==> config.mk <==
export PLATFORM = sky130hd
export DESIGN_NAME = bec_exec_unit
export DESIGN_NICKNAME = d
export VERILOG_FILES = /design/src/verilog/bec_pkg.sv /design/src/verilog/bec_exec_unit.sv
export VERILOG_INCLUDE_DIRS = /design/src /design/src/verilog
export SDC_FILE = /design/constraint.sdc
export NUM_CORES = 1
export LEC_CHECK = 0
export ABC_AREA = 1
export BUFFER_PORTS_ARGS = -buffer_cell sky130_fd_sc_hd__buf_2
export CAP_MARGIN = 20
export CORE_UTILIZATION = 36
export DETAILED_ROUTE_END_ITERATION = 8
export PLACE_DENSITY_LB_ADDON = 0.25
export SYNTH_ARGS = -nofsm -noshare
export SYNTH_HDL_FRONTEND = slang
export SYNTH_SLANG_ARGS = --single-unit
==> constraint.sdc <==
create_clock -name clock_i -period 2.5 [get_ports clock_i]
set_input_delay 0.75 -clock clock_i [delete_from_list [all_inputs] [get_ports clock_i]]
set_output_delay 0.75 -clock clock_i [all_outputs]
set_load 0.005 [all_outputs]
==> src/verilog/bec_map.svh <==
// Constant map for the branch, compare and bit execution unit
`ifndef BEC_MAP_SVH
`define BEC_MAP_SVH

// Reset values
`define BEC_PC_RST '0
`define BEC_STATUS_FLAG_REGISTER_RST 8'h00

// Status flag bit positions
`define BEC_FC 0
`define BEC_FZ 1
`define BEC_FN 2
`define BEC_FV 3
`define BEC_FS 4
`define BEC_FH 5
`define BEC_FT 6
`define BEC_FI 7

// Data constants
`define BEC_MSB 7
`define BEC_NIB_MSB 3
`define BEC_ZERO 8'h00
`define BEC_ONES 8'hFF
`define BEC_MAX_POS 8'h7F
`define BEC_MIN_NEG 8'h80

// Cycle counts
`define BEC_CYC_SINGLE 3'h1
`define BEC_CYC_JUMP 3'h2
`define BEC_CYC_CALL 3'h3
`define BEC_CYC_RET 3'h4
`define BEC_CYC_IOBIT 3'h2
`define BEC_CYC_TAKEN 3'h2
`define BEC_CYC_SKIP1 3'h2
`define BEC_CYC_SKIP2 3'h3

// Program counter steps for skips
`define BEC_PC_SKIP1 2
`define BEC_PC_SKIP2 3

`endif

==> src/verilog/bec_pkg.sv <==
// Types shared by the branch, compare and bit execution unit
package bec_pkg;

    typedef enum logic [5:0] {
        OP_INC, OP_DEC, OP_ZERO_MINUS_TEST, OP_CLEAR_REGISTER, OP_SET_ALL_ONES,
        OP_RELATIVE_JUMP, OP_POINTER_JUMP, OP_RELATIVE_CALL, OP_POINTER_CALL,
        OP_SUBROUTINE_EXIT, OP_INTERRUPT_EXIT, OP_COMPARE_SKIP_EQUAL,
        OP_COMPARE_REGS, OP_COMPARE_WITH_CARRY, OP_COMPARE_IMMEDIATE,
        OP_SKIP_REG_BIT_CLEAR, OP_SKIP_REG_BIT_SET, OP_SKIP_IO_BIT_CLEAR, OP_SKIP_IO_BIT_SET,
        OP_BRANCH_FLAG_SET, OP_BRANCH_FLAG_CLEAR, OP_BRANCH_EQUAL, OP_BRANCH_NOT_EQUAL,
        OP_BRANCH_CARRY_SET, OP_BRANCH_CARRY_CLEAR, OP_BRANCH_SAME_HIGHER, OP_BRANCH_LOWER,
        OP_BRANCH_MINUS, OP_BRANCH_PLUS, OP_BRANCH_SIGNED_GE, OP_BRANCH_SIGNED_LT,
        OP_BRANCH_HALF_SET, OP_BRANCH_HALF_CLEAR, OP_BRANCH_TRANSFER_SET,
        OP_BRANCH_TRANSFER_CLEAR, OP_BRANCH_OVERFLOW_SET, OP_BRANCH_OVERFLOW_CLEAR,
        OP_BRANCH_IRQ_ENABLED, OP_BRANCH_IRQ_DISABLED, OP_IO_BIT_FORCE_ONE,
        OP_IO_BIT_FORCE_ZERO, OP_SHIFT_LEFT_LOGICAL, OP_SHIFT_RIGHT_LOGICAL,
        OP_ROTATE_LEFT_CARRY
    } bec_op_e;

    typedef enum {ST_IDLE, ST_BUSY} bec_state_e;

    typedef struct packed {
        bec_op_e op;
        logic [7:0] rd_val;
        logic [7:0] rr_val;
        logic [7:0] imm;
        logic [2:0] bit_sel;
        logic [2:0] flag_sel;
        logic [11:0] offset;
        logic [7:0] io_val;
        logic next_two_word;
    } bec_cmd_s;

    typedef struct packed {
        logic reg_we;
        logic [7:0] reg_val;
        logic io_we;
        logic [7:0] io_val;
        logic push;
        logic pop;
    } bec_wb_s;

endpackage

==> src/verilog/bec_exec_unit.sv <==
// Execution unit for jumps, calls, returns, compares, skips, branches and bit ops
`timescale 1ns/10ps
`include "bec_map.svh"

module bec_exec_unit #(
    parameter int PC_W = 10
) (
    input wire logic clock_i,                     // Core clock, 125 MHz
    input wire logic nrst_i,                      // Asynchronous reset, active low
    input wire logic cmd_valid_i,                 // Instruction offered
    output logic cmd_ready_o,                     // Unit idle, instruction taken
    input wire bec_pkg::bec_cmd_s cmd_i,          // Decoded instruction and operands
    input wire logic [PC_W-1:0] z_ptr_i,          // Z pointer word address
    input wire logic [PC_W-1:0] stack_data_i,     // Return address on top of stack
    output logic [PC_W-1:0] pc_o,                 // Program counter
    output logic [7:0] status_flag_register_o,                    // Status flags
    output bec_pkg::bec_wb_s wb_o,                // Write-back strobes and data
    output logic [PC_W-1:0] push_addr_o,          // Return address for a push
    output logic done_o                           // Instruction finished
);
    import bec_pkg::*;

    // ************************************************************
    // State
    // ************************************************************
    bec_state_e state_ff;
    logic [2:0] cnt_ff;
    logic [PC_W-1:0] pc_ff;
    logic [7:0] status_flag_register_ff;
    logic [PC_W-1:0] pend_pc_ff;
    logic [7:0] pend_status_flag_register_ff;
    bec_wb_s pend_wb_ff;
    logic [PC_W-1:0] push_addr_ff;
    bec_wb_s wb_ff;
    logic done_ff;

    logic accept;
    logic commit;
    logic [PC_W-1:0] nxt_pc;
    logic [7:0] nxt_status_flag_register;
    bec_wb_s nxt_wb;
    logic [2:0] nxt_cyc;

    logic [PC_W-1:0] pc_inc;
    logic [PC_W-1:0] pc_rel;
    logic [7:0] cmp_src;
    logic cmp_cin;
    logic [8:0] cmp_full;
    logic [7:0] cmp_diff;
    logic cmp_h;
    logic cmp_v;
    logic [7:0] sum_inc;
    logic [7:0] sum_dec;
    logic skip_hit;
    logic br_is;
    logic br_flag;
    logic br_want;
    logic br_taken;

    assign cmd_ready_o = (state_ff == ST_IDLE);
    assign accept = cmd_valid_i & cmd_ready_o;
    assign commit = (accept && nxt_cyc == `BEC_CYC_SINGLE)
        || (state_ff == ST_BUSY && cnt_ff == `BEC_CYC_SINGLE);

    assign pc_o = pc_ff;
    assign status_flag_register_o = status_flag_register_ff;
    assign wb_o = wb_ff;
    assign push_addr_o = push_addr_ff;
    assign done_o = done_ff;

    // ************************************************************
    // Flag helpers
    // ************************************************************
    // S tracks N xor V so later signed tests stay consistent
    function automatic logic [7:0] znv(input logic [7:0] f, input logic [7:0] r,
                                       input logic v);
        logic [7:0] o;
        o = f;
        o[`BEC_FZ] = (r == `BEC_ZERO);
        o[`BEC_FN] = r[`BEC_MSB];
        o[`BEC_FV] = v;
        o[`BEC_FS] = r[`BEC_MSB] ^ v;
        return o;
    endfunction

    // Shift results: V is N xor the new carry
    function automatic logic [7:0] shc(input logic [7:0] f, input logic [7:0] r,
                                       input logic c);
        logic [7:0] o;
        o = znv(f, r, r[`BEC_MSB] ^ c);
        o[`BEC_FC] = c;
        return o;
    endfunction

    // ************************************************************
    // Datapath
    // ************************************************************
    assign pc_inc = pc_ff + PC_W'(1);
    assign pc_rel = pc_ff + PC_W'($signed(cmd_i.offset)) + PC_W'(1);
    assign sum_inc = cmd_i.rd_val + 8'h01;
    assign sum_dec = cmd_i.rd_val - 8'h01;

    assign cmp_src = (cmd_i.op == OP_COMPARE_IMMEDIATE) ? cmd_i.imm : cmd_i.rr_val;
    assign cmp_cin = (cmd_i.op == OP_COMPARE_WITH_CARRY) & status_flag_register_ff[`BEC_FC];
    assign cmp_full = {1'h0, cmd_i.rd_val} - {1'h0, cmp_src} - {8'h00, cmp_cin};
    assign cmp_diff = cmp_full[7:0];
    assign cmp_h = (~cmd_i.rd_val[`BEC_NIB_MSB] & cmp_src[`BEC_NIB_MSB])
        | (cmp_src[`BEC_NIB_MSB] & cmp_diff[`BEC_NIB_MSB])
        | (cmp_diff[`BEC_NIB_MSB] & ~cmd_i.rd_val[`BEC_NIB_MSB]);
    assign cmp_v = (cmd_i.rd_val[`BEC_MSB] & ~cmp_src[`BEC_MSB] & ~cmp_diff[`BEC_MSB])
        | (~cmd_i.rd_val[`BEC_MSB] & cmp_src[`BEC_MSB] & cmp_diff[`BEC_MSB]);

    // Skip conditions for register, I/O and equality skips
    always_comb begin
        case (cmd_i.op)
            OP_COMPARE_SKIP_EQUAL: skip_hit = (cmd_i.rd_val == cmd_i.rr_val);
            OP_SKIP_REG_BIT_CLEAR: skip_hit = ~cmd_i.rr_val[cmd_i.bit_sel];
            OP_SKIP_REG_BIT_SET: skip_hit = cmd_i.rr_val[cmd_i.bit_sel];
            OP_SKIP_IO_BIT_CLEAR: skip_hit = ~cmd_i.io_val[cmd_i.bit_sel];
            OP_SKIP_IO_BIT_SET: skip_hit = cmd_i.io_val[cmd_i.bit_sel];
            default: skip_hit = 1'h0;
        endcase
    end

    // Branch flag select and polarity
    always_comb begin
        br_is = 1'h1;
        br_flag = status_flag_register_ff[cmd_i.flag_sel];
        br_want = 1'h1;
        case (cmd_i.op)
            OP_BRANCH_FLAG_SET: br_want = 1'h1;
            OP_BRANCH_FLAG_CLEAR: br_want = 1'h0;
            OP_BRANCH_EQUAL: br_flag = status_flag_register_ff[`BEC_FZ];
            OP_BRANCH_NOT_EQUAL: begin
                br_flag = status_flag_register_ff[`BEC_FZ];
                br_want = 1'h0;
            end
            OP_BRANCH_CARRY_SET, OP_BRANCH_LOWER: br_flag = status_flag_register_ff[`BEC_FC];
            OP_BRANCH_CARRY_CLEAR, OP_BRANCH_SAME_HIGHER: begin
                br_flag = status_flag_register_ff[`BEC_FC];
                br_want = 1'h0;
            end
            OP_BRANCH_MINUS: br_flag = status_flag_register_ff[`BEC_FN];
            OP_BRANCH_PLUS: begin
                br_flag = status_flag_register_ff[`BEC_FN];
                br_want = 1'h0;
            end
            // N xor V is used rather than the stored S, which other units may leave stale
            OP_BRANCH_SIGNED_GE: begin
                br_flag = status_flag_register_ff[`BEC_FN] ^ status_flag_register_ff[`BEC_FV];
                br_want = 1'h0;
            end
            OP_BRANCH_SIGNED_LT: br_flag = status_flag_register_ff[`BEC_FN] ^ status_flag_register_ff[`BEC_FV];
            OP_BRANCH_HALF_SET: br_flag = status_flag_register_ff[`BEC_FH];
            OP_BRANCH_HALF_CLEAR: begin
                br_flag = status_flag_register_ff[`BEC_FH];
                br_want = 1'h0;
            end
            OP_BRANCH_TRANSFER_SET: br_flag = status_flag_register_ff[`BEC_FT];
            OP_BRANCH_TRANSFER_CLEAR: begin
                br_flag = status_flag_register_ff[`BEC_FT];
                br_want = 1'h0;
            end
            OP_BRANCH_OVERFLOW_SET: br_flag = status_flag_register_ff[`BEC_FV];
            OP_BRANCH_OVERFLOW_CLEAR: begin
                br_flag = status_flag_register_ff[`BEC_FV];
                br_want = 1'h0;
            end
            OP_BRANCH_IRQ_ENABLED: br_flag = status_flag_register_ff[`BEC_FI];
            OP_BRANCH_IRQ_DISABLED: begin
                br_flag = status_flag_register_ff[`BEC_FI];
                br_want = 1'h0;
            end
            default: br_is = 1'h0;
        endcase
    end
    assign br_taken = br_is & (br_flag == br_want);

    // ************************************************************
    // Instruction results
    // ************************************************************
    always_comb begin
        nxt_pc = pc_inc;
        nxt_status_flag_register = status_flag_register_ff;
        nxt_wb = '0;
        nxt_cyc = `BEC_CYC_SINGLE;
        case (cmd_i.op)
            OP_INC: begin
                nxt_wb.reg_we = 1'h1;
                nxt_wb.reg_val = sum_inc;
                nxt_status_flag_register = znv(status_flag_register_ff, sum_inc, cmd_i.rd_val == `BEC_MAX_POS);
            end
            OP_DEC: begin
                nxt_wb.reg_we = 1'h1;
                nxt_wb.reg_val = sum_dec;
                nxt_status_flag_register = znv(status_flag_register_ff, sum_dec, cmd_i.rd_val == `BEC_MIN_NEG);
            end
            OP_ZERO_MINUS_TEST: nxt_status_flag_register = znv(status_flag_register_ff, cmd_i.rd_val, 1'h0);
            OP_CLEAR_REGISTER: begin
                nxt_wb.reg_we = 1'h1;
                nxt_wb.reg_val = `BEC_ZERO;
                nxt_status_flag_register = znv(status_flag_register_ff, `BEC_ZERO, 1'h0);
            end
            OP_SET_ALL_ONES: begin
                nxt_wb.reg_we = 1'h1;
                nxt_wb.reg_val = `BEC_ONES;
            end
            OP_RELATIVE_JUMP: begin
                nxt_pc = pc_rel;
                nxt_cyc = `BEC_CYC_JUMP;
            end
            OP_POINTER_JUMP: begin
                nxt_pc = z_ptr_i;
                nxt_cyc = `BEC_CYC_JUMP;
            end
            OP_RELATIVE_CALL: begin
                nxt_pc = pc_rel;
                nxt_wb.push = 1'h1;
                nxt_cyc = `BEC_CYC_CALL;
            end
            OP_POINTER_CALL: begin
                nxt_pc = z_ptr_i;
                nxt_wb.push = 1'h1;
                nxt_cyc = `BEC_CYC_CALL;
            end
            OP_SUBROUTINE_EXIT, OP_INTERRUPT_EXIT: begin
                nxt_pc = stack_data_i;
                nxt_wb.pop = 1'h1;
                nxt_cyc = `BEC_CYC_RET;
                nxt_status_flag_register[`BEC_FI] = status_flag_register_ff[`BEC_FI]
                    | (cmd_i.op == OP_INTERRUPT_EXIT);
            end
            OP_COMPARE_REGS, OP_COMPARE_WITH_CARRY, OP_COMPARE_IMMEDIATE: begin
                nxt_status_flag_register = znv(status_flag_register_ff, cmp_diff, cmp_v);
                // Carry form keeps Z only while every byte so far was zero
                nxt_status_flag_register[`BEC_FZ] = (cmp_diff == `BEC_ZERO)
                    & ((cmd_i.op != OP_COMPARE_WITH_CARRY) | status_flag_register_ff[`BEC_FZ]);
                nxt_status_flag_register[`BEC_FC] = cmp_full[8];
                nxt_status_flag_register[`BEC_FH] = cmp_h;
            end
            OP_IO_BIT_FORCE_ONE, OP_IO_BIT_FORCE_ZERO: begin
                nxt_wb.io_we = 1'h1;
                nxt_wb.io_val = cmd_i.io_val;
                nxt_wb.io_val[cmd_i.bit_sel] = (cmd_i.op == OP_IO_BIT_FORCE_ONE);
                nxt_cyc = `BEC_CYC_IOBIT;
            end
            OP_SHIFT_LEFT_LOGICAL: begin
                nxt_wb.reg_we = 1'h1;
                nxt_wb.reg_val = {cmd_i.rd_val[6:0], 1'h0};
                nxt_status_flag_register = shc(status_flag_register_ff, nxt_wb.reg_val, cmd_i.rd_val[`BEC_MSB]);
            end
            OP_SHIFT_RIGHT_LOGICAL: begin
                nxt_wb.reg_we = 1'h1;
                nxt_wb.reg_val = {1'h0, cmd_i.rd_val[7:1]};
                nxt_status_flag_register = shc(status_flag_register_ff, nxt_wb.reg_val, cmd_i.rd_val[0]);
            end
            OP_ROTATE_LEFT_CARRY: begin
                nxt_wb.reg_we = 1'h1;
                nxt_wb.reg_val = {cmd_i.rd_val[6:0], status_flag_register_ff[`BEC_FC]};
                nxt_status_flag_register = shc(status_flag_register_ff, nxt_wb.reg_val, cmd_i.rd_val[`BEC_MSB]);
            end
            default: begin
                if (skip_hit) begin
                    nxt_pc = cmd_i.next_two_word ? pc_ff + PC_W'(`BEC_PC_SKIP2)
                        : pc_ff + PC_W'(`BEC_PC_SKIP1);
                    nxt_cyc = cmd_i.next_two_word ? `BEC_CYC_SKIP2 : `BEC_CYC_SKIP1;
                end else if (br_taken) begin
                    nxt_pc = pc_rel;
                    nxt_cyc = `BEC_CYC_TAKEN;
                end
            end
        endcase
    end

    // ************************************************************
    // Sequencing
    // ************************************************************
    always_ff @(posedge clock_i or negedge nrst_i) begin
        if (!nrst_i) begin
            state_ff <= ST_IDLE;
            cnt_ff <= `BEC_CYC_SINGLE;
        end else if (accept && nxt_cyc != `BEC_CYC_SINGLE) begin
            state_ff <= ST_BUSY;
            cnt_ff <= nxt_cyc - `BEC_CYC_SINGLE;
        end else if (state_ff == ST_BUSY) begin
            cnt_ff <= cnt_ff - `BEC_CYC_SINGLE;
            if (cnt_ff == `BEC_CYC_SINGLE) begin
                state_ff <= ST_IDLE;
            end
        end
    end

    // Results held while a multi-cycle instruction runs
    always_ff @(posedge clock_i or negedge nrst_i) begin
        if (!nrst_i) begin
            pend_pc_ff <= `BEC_PC_RST;
            pend_status_flag_register_ff <= `BEC_STATUS_FLAG_REGISTER_RST;
            pend_wb_ff <= '0;
        end else if (accept) begin
            pend_pc_ff <= nxt_pc;
            pend_status_flag_register_ff <= nxt_status_flag_register;
            pend_wb_ff <= nxt_wb;
        end
    end

    // Architectural state only moves at the last cycle of an instruction
    always_ff @(posedge clock_i or negedge nrst_i) begin
        if (!nrst_i) begin
            pc_ff <= `BEC_PC_RST;
            status_flag_register_ff <= `BEC_STATUS_FLAG_REGISTER_RST;
        end else if (commit) begin
            pc_ff <= accept ? nxt_pc : pend_pc_ff;
            status_flag_register_ff <= accept ? nxt_status_flag_register : pend_status_flag_register_ff;
        end
    end

    always_ff @(posedge clock_i or negedge nrst_i) begin
        if (!nrst_i) begin
            wb_ff <= '0;
            done_ff <= 1'h0;
            push_addr_ff <= `BEC_PC_RST;
        end else begin
            wb_ff <= commit ? (accept ? nxt_wb : pend_wb_ff) : '0;
            done_ff <= commit;
            if (accept) begin
                push_addr_ff <= pc_inc;
            end
        end
    end
endmodule

Yosys cells after proc, flatten, opt, wreduce, memory -nomap -nowiden --
Cells that the tools add are included. W data, S select, Z words.
Word-level totals: flip-flop bits (word level) 122, input port bits 80
Operators by class: add/sub/neg operators 11, order comparisons 3, equal/unequal tests 52, mux-type cells 37, bitwise logic cells 28, reduce and logical (&&, ||, !) cells 36
Operator list (count):
- $eq A6 B5 Y1 const B | 16
- $mux W32 | 3
- $eq A6 B6 Y1 const B | 12
- $pmux W9 S7 | 1
- $eq A6 B4 Y1 const B | 8
- $pmux W6 S8 | 1
- $logic_not A8 Y1 | 5
- $mux W10 | 4
- $mux W20 | 2
- $pmux W10 S4 | 1
- $eq A32 B2 Y1 const B | 1
- $logic_not A32 Y1 | 1
- $eq A6 B3 Y1 const B | 4
- $reduce_or A2 Y1 | 12
- $add A10 B1 Y10 const B | 2
- $add A10 B2 Y10 const B | 2
- $reduce_or A20 Y1 | 1
- $mux W8 | 2
- $logic_not A7 Y1 | 2
- $reduce_or A13 Y1 | 1
- $eq A6 B2 Y1 const B | 2
- $pmux W3 S4 | 1
- $and A1 B1 Y1 | 11
- $reduce_or A11 Y1 | 1
- 36 further kinds | 71

Longest topological paths before layout --
depth in word-level cells 12, mapped depth 23

Worst setup path after synthesis --
No wires, ideal clock.
path kind input -> register, from in cmd_i[55] in the netlist's numbering, to reg status_flag_register_ff[3], in the netlist status_flag_register_o[3], library setup time 116 ps, data arrival time 3376 ps, data required time 2384 ps, path slack -993 ps, stages 22, path through nor2_4 -> nand2_1 -> inv_1 -> nand2_1 -> clkbuf_1 -> nor2_1 -> a21oi_1 -> fa_1 -> inv_1 -> ha_1 -> nand2_1 -> nand2_1 -> nand2_1 -> o211ai_1 -> xnor2_1 -> nand2_1 -> o211ai_1 -> nand3b_1 -> nand3_1 -> nand2_1 -> nand2_1 -> nand2_1
On the way: cells in the longest elaborated chain, start to end 11, elaborated cells between the ends (all ways) 84, classes of those cells add/sub (2); eq/ne (45); mux (10); bitwise (9); reduce/logical (18)
RTL lines:
- from (decl) | RTL line bec_exec_unit.sv:12 | input wire bec_pkg::bec_cmd_s cmd_i,
- branches (longest 11 deep; another with $sub A8 B8 Y9)
- to (signal assigned) | RTL line bec_exec_unit.sv:310 | status_flag_register_ff <= `BEC_STATUS_FLAG_REGISTER_RST;
- to (signal assigned) | RTL line bec_exec_unit.sv:313 | status_flag_register_ff <= accept ? nxt_status_flag_register : pend_status_flag_register_ff;
- to (decl) | RTL line bec_exec_unit.sv:29 | logic [7:0] status_flag_register_ff;
Several ways; the timed one is not identified. A chain may end at the register's enable or synchronous reset.

Worst setup path after layout --
from in cmd_i[56] in the netlist's numbering, to reg status_flag_register_ff[3], in the netlist status_flag_register_o[3]
The elaborated chain is that of the path after synthesis.

==> summary.md <==
• 19500 µm — post-DP HPWL
• 100% — asr flop ratio synth
• finished with violations — status
• 26.3% — register share of total power
• 39.6% — met2 Resource Use GR
• 56.7% — final core utilization
• 4.58 mW — P_int
• 0.0210 mm² — full die area
• 2 — maximum buffer depth of the clock tree
• 51 — Row Count
• 7.90 mW — total chip power
• sky130_fd_sc_hd__dfrtp_1 — most instantiated flip-flop cell in the synthesis netlist
• 0.317 GHz — FMAX
• 37.3% — initial cell density of the core
• 3.41 ns — CP Data Arrival Time
• 1547 — Final nets
• -0.659 ns — PnR worst setup slack
• -0.19 ns — reg-to-reg setup timing slack
• 0 — Yosys warning total
• setup timing — failing checks
• 55.9% — share of power burned in combinational logic
• register — Worst setup EP type
• 0.938 — Routability Congestion
• 51 — number of library cell types mapped by synthesis
• -21.57 ns — setup TNS
• 0.00737 mm² — area of the mapped netlist
• 56 — maximum number of pins on one net before global-route repair
• 0 — number of flops mapped to enable cells by yosys
• 0.00978 mm² — Placement Cell Area
• 145 µm — horizontal die dimension
• 17.8% — power share of the clock group
• 535 — first-iteration detailed-routing DRC count
• sky130_fd_sc_hd__clkbuf_16 — CTS Root Cell
• 0 — Pins Over Slew Limit
• 59.2% — Slew HR
• 0.0198 mm² — area of the placeable core
• 6.76 µm² — mean area per synthesized cell
• 0.00762 ns — Post-Route Skew
• 0 — post-route antenna net violation count
• met2 — grt peak-use layer
• 0.0112 mm² — Final Instance Area
• primary input to asynchronous set/reset pin — Hold/Removal Path Class
• 0 — Max Cap Violations
• 0.000432 V — maximum resistive drop on vdd
• 2.75 ns — data required time at the worst endpoint
• 0 — Antenna Cells
• 3 — deepest level of the CTS H-tree
• 91 — number of synthesized register bits
• 26400 µm — final WL
• 0 — GR Overflow Total
• 704 mW/mm² — PwrDens
• 130 — # IOs
• 42.1% — share of total power consumed by net switching
• sky130_fd_sc_hd__nand2_1 (305), sky130_fd_sc_hd__buf_4 (190), sky130_fd_sc_hd__buf_2 (120) — most frequent cells in the layout
• 0.606 ns — transition time at the pin with the least slew margin
• 0 — number of remaining DRC errors
• 3.33% — met3 routing resource usage after global routing
• primary input — kind of launch point of the worst setup path
• yes — unrepaired setup endpoints after global routing
• 49 — Setup violations, final
• 36.1% — GR Layer Usage met1
• 8419 — number of vias after detailed routing
• 0.374 ns — smallest hold slack
• primary input to register — type of the worst setup path
• 5 — maximum fanout along the worst path
• 91 — # clock sinks
• 145 µm — height of the chip
• 3.32 mW — switching pwr
• 3.16 ns — final critical path time including I/O delays and setup
• 8093 — number of global-route vias before repair
• 15.6 µm — average wire length per cell after detail routing
• 5 — number of iterations in the first detailed-routing pass
• 126% — final critical-path share of the clock period
• 9 — total clock buffers created by CTS
• 52.2% — area overhead of the layout relative to synthesis
• 1090 — Synth Instances
• 0 — initial antenna violation count
• 5.96 nW — standby leakage power
• 0 — count of endpoints failing hold in the final timing report
• 30.6% — fraction of post-synthesis cell area in the top cell type by area
• 127 — number of buffer cells added on primary ports
• 4.97 — via density per instance
• 42000 µm — wire length of the first global-routing pass
• 0.07 ns — Clk pin slew, worst setup/hold paths
• 30.9% — sequential share of the synthesized area
• 38.1% — share of final-layout standard cells stronger than drive strength 1
• 1214 — total nets after synthesis
• 25.1% — global-route total usage across every layer
• 0.36 ns — source-to-sink clock delay at the later pin of the worst-skew pair
• sky130_fd_sc_hd__dfrtp_1 (31%), sky130_fd_sc_hd__nand2_1 (17%), sky130_fd_sc_hd__ha_1 (7.0%) — top area cells in the synthesized netlist
• sky130_fd_sc_hd__dfrtp_1 — top cell type by total area after synthesis
• done — TritonCTS clock tree
• sky130_fd_sc_hd__nand2_1 — most common library cell in the layout ignoring fill and taps
==> metrics by stage <==
step                      instances  setup WS [ns]
after floorplan                1090         -0.833
after global placement         1644         -0.980
after detailed placement       1644          -1.05
after CTS                      1692         -0.539
after global routing           1693         -0.779
final                          1693         -0.659
==> what timing repair did <==
| action | CTS | global route |
|---|---|---|
| pin swaps | 54 | 53 |
| hold buffers | 0 | 0 |
| resized for setup | 124 | 88 |
| setup buffers | 31 | 10 |
| cloned | 5 | 0 |
| setup endpoints to repair | 49 | 60 |
==> final timing paths <==
path                       cells after the start                              end                 startpoint
max                                           22        status_flag_register_o[3]                  cmd_i[56]
min                                            1        status_flag_register_o[0]                     nrst_i
max reg2reg                                   18  pend_status_flag_register_ff[1]  status_flag_register_o[0]
min reg2reg                                    2                    pend_pc_ff[2]              pend_pc_ff[2]
max in group asynchronous                      2                        cnt_ff[0]                     nrst_i
min in group clock_i                           2                    pend_pc_ff[2]              pend_pc_ff[2]
==> routing by layer <==
| metal | wire length, µm | share of wire, % | up-vias |
|---|---|---|---|
| li1 | - | - | 4211 |
| met3 | 1560 | 5.9 | 30 |
| met4 | 482 | 1.8 | 0 |
| met1 | 12400 | 47 | 3910 |
| met2 | 12000 | 45 | 268 |
| met5 | 0 | 0 | - |
==> cell usage after synthesis, types with 5 or more instances <==
cell                       number
sky130_fd_sc_hd__xor2_1        28
sky130_fd_sc_hd__nand3b_1       9
sky130_fd_sc_hd__inv_2          9
sky130_fd_sc_hd__o211ai_1      10
sky130_fd_sc_hd__nor3_1        13
sky130_fd_sc_hd__a21oi_1       57
sky130_fd_sc_hd__ha_1          41
sky130_fd_sc_hd__nand2_2       16
sky130_fd_sc_hd__dfrtp_1       90
sky130_fd_sc_hd__a22o_1         5
sky130_fd_sc_hd__nand3_1       88
sky130_fd_sc_hd__nor2_1        83
sky130_fd_sc_hd__clkinv_1       6
sky130_fd_sc_hd__nand4_1       15
sky130_fd_sc_hd__clkbuf_1      21
sky130_fd_sc_hd__inv_1        115
sky130_fd_sc_hd__o21ai_0       53
sky130_fd_sc_hd__nor2_2         7
sky130_fd_sc_hd__buf_2          7
sky130_fd_sc_hd__a22oi_1        6
sky130_fd_sc_hd__a31oi_1        7
sky130_fd_sc_hd__nand2_1      340
sky130_fd_sc_hd__xnor2_1       14
==> kinds of logic (layout without fill, tap and decap cells) <==
family | count (synthesis) | in the layout | share of synthesized area, %
mux | 2 | 2 | 0.306
compound gates | 163 | 163 | 12.9
buf+inv | 163 | 501 | 8.73
fa+ha+maj | 44 | 44 | 7.78
simple gates | 585 | 585 | 34.4
xor+xnor | 42 | 42 | 4.99
flops | 91 | 91 | 30.9
==> state kept, by name, summed over array words and instances (netlist names) <==
signal,count
pend_wb_ff,20
pend_pc_ff,10
cnt_ff,3
wb_o,20
pc_o,10
status_flag_register_o,8
push_addr_o,10
pend_status_flag_register_ff,8
done_o,1
state_ff,1
==> worst max-delay path, stage by stage <==
cell and delay [ns]:
sky130_fd_sc_hd__buf_8 0.10, sky130_fd_sc_hd__nor2_4 0.12, sky130_fd_sc_hd__nand2_4 0.07, sky130_fd_sc_hd__inv_2 0.06, sky130_fd_sc_hd__nand2_4 0.06, sky130_fd_sc_hd__buf_4 0.16
sky130_fd_sc_hd__mux2_4 0.31, sky130_fd_sc_hd__ha_4 0.27, sky130_fd_sc_hd__inv_2 0.04, sky130_fd_sc_hd__ha_4 0.26, sky130_fd_sc_hd__nand2_2 0.07, sky130_fd_sc_hd__nor2_2 0.10
sky130_fd_sc_hd__nand2_1 0.06, sky130_fd_sc_hd__o211ai_1 0.15, sky130_fd_sc_hd__xnor2_2 0.14, sky130_fd_sc_hd__buf_4 0.16, sky130_fd_sc_hd__o211ai_1 0.15, sky130_fd_sc_hd__nand3b_1 0.12
sky130_fd_sc_hd__nand3_1 0.10, sky130_fd_sc_hd__nand2_2 0.06, sky130_fd_sc_hd__nand2_1 0.06, sky130_fd_sc_hd__nand2_1 0.05
==> area by class of cell <==
type / instances / area [µm²]
fill: 1837 / 8570
inverter: 130 / 512
timing repair buffer: 354 / 2660
timing repair inverter: 1 / 16.3
multi-input combinational: 836 / 5110
clock buffer: 9 / 225
sequential: 91 / 2280
tap: 265 / 332
clock inverter: 7 / 81.3
==> power groups by stage <==
stage / logic [mW] / registers, mW / clock network [mW]
2_1_floorplan: 2.06 / 2.13 / 0
3_3_place_gp: 3.62 / 2.09 / 0
3_5_place_dp: 3.66 / 2.10 / 0
4_1_cts: 4.21 / 2.07 / 1.45
5_1_grt: 4.84 / 2.12 / 1.50
6_report: 4.41 / 2.08 / 1.41
(Power assumes the default switching activity.)
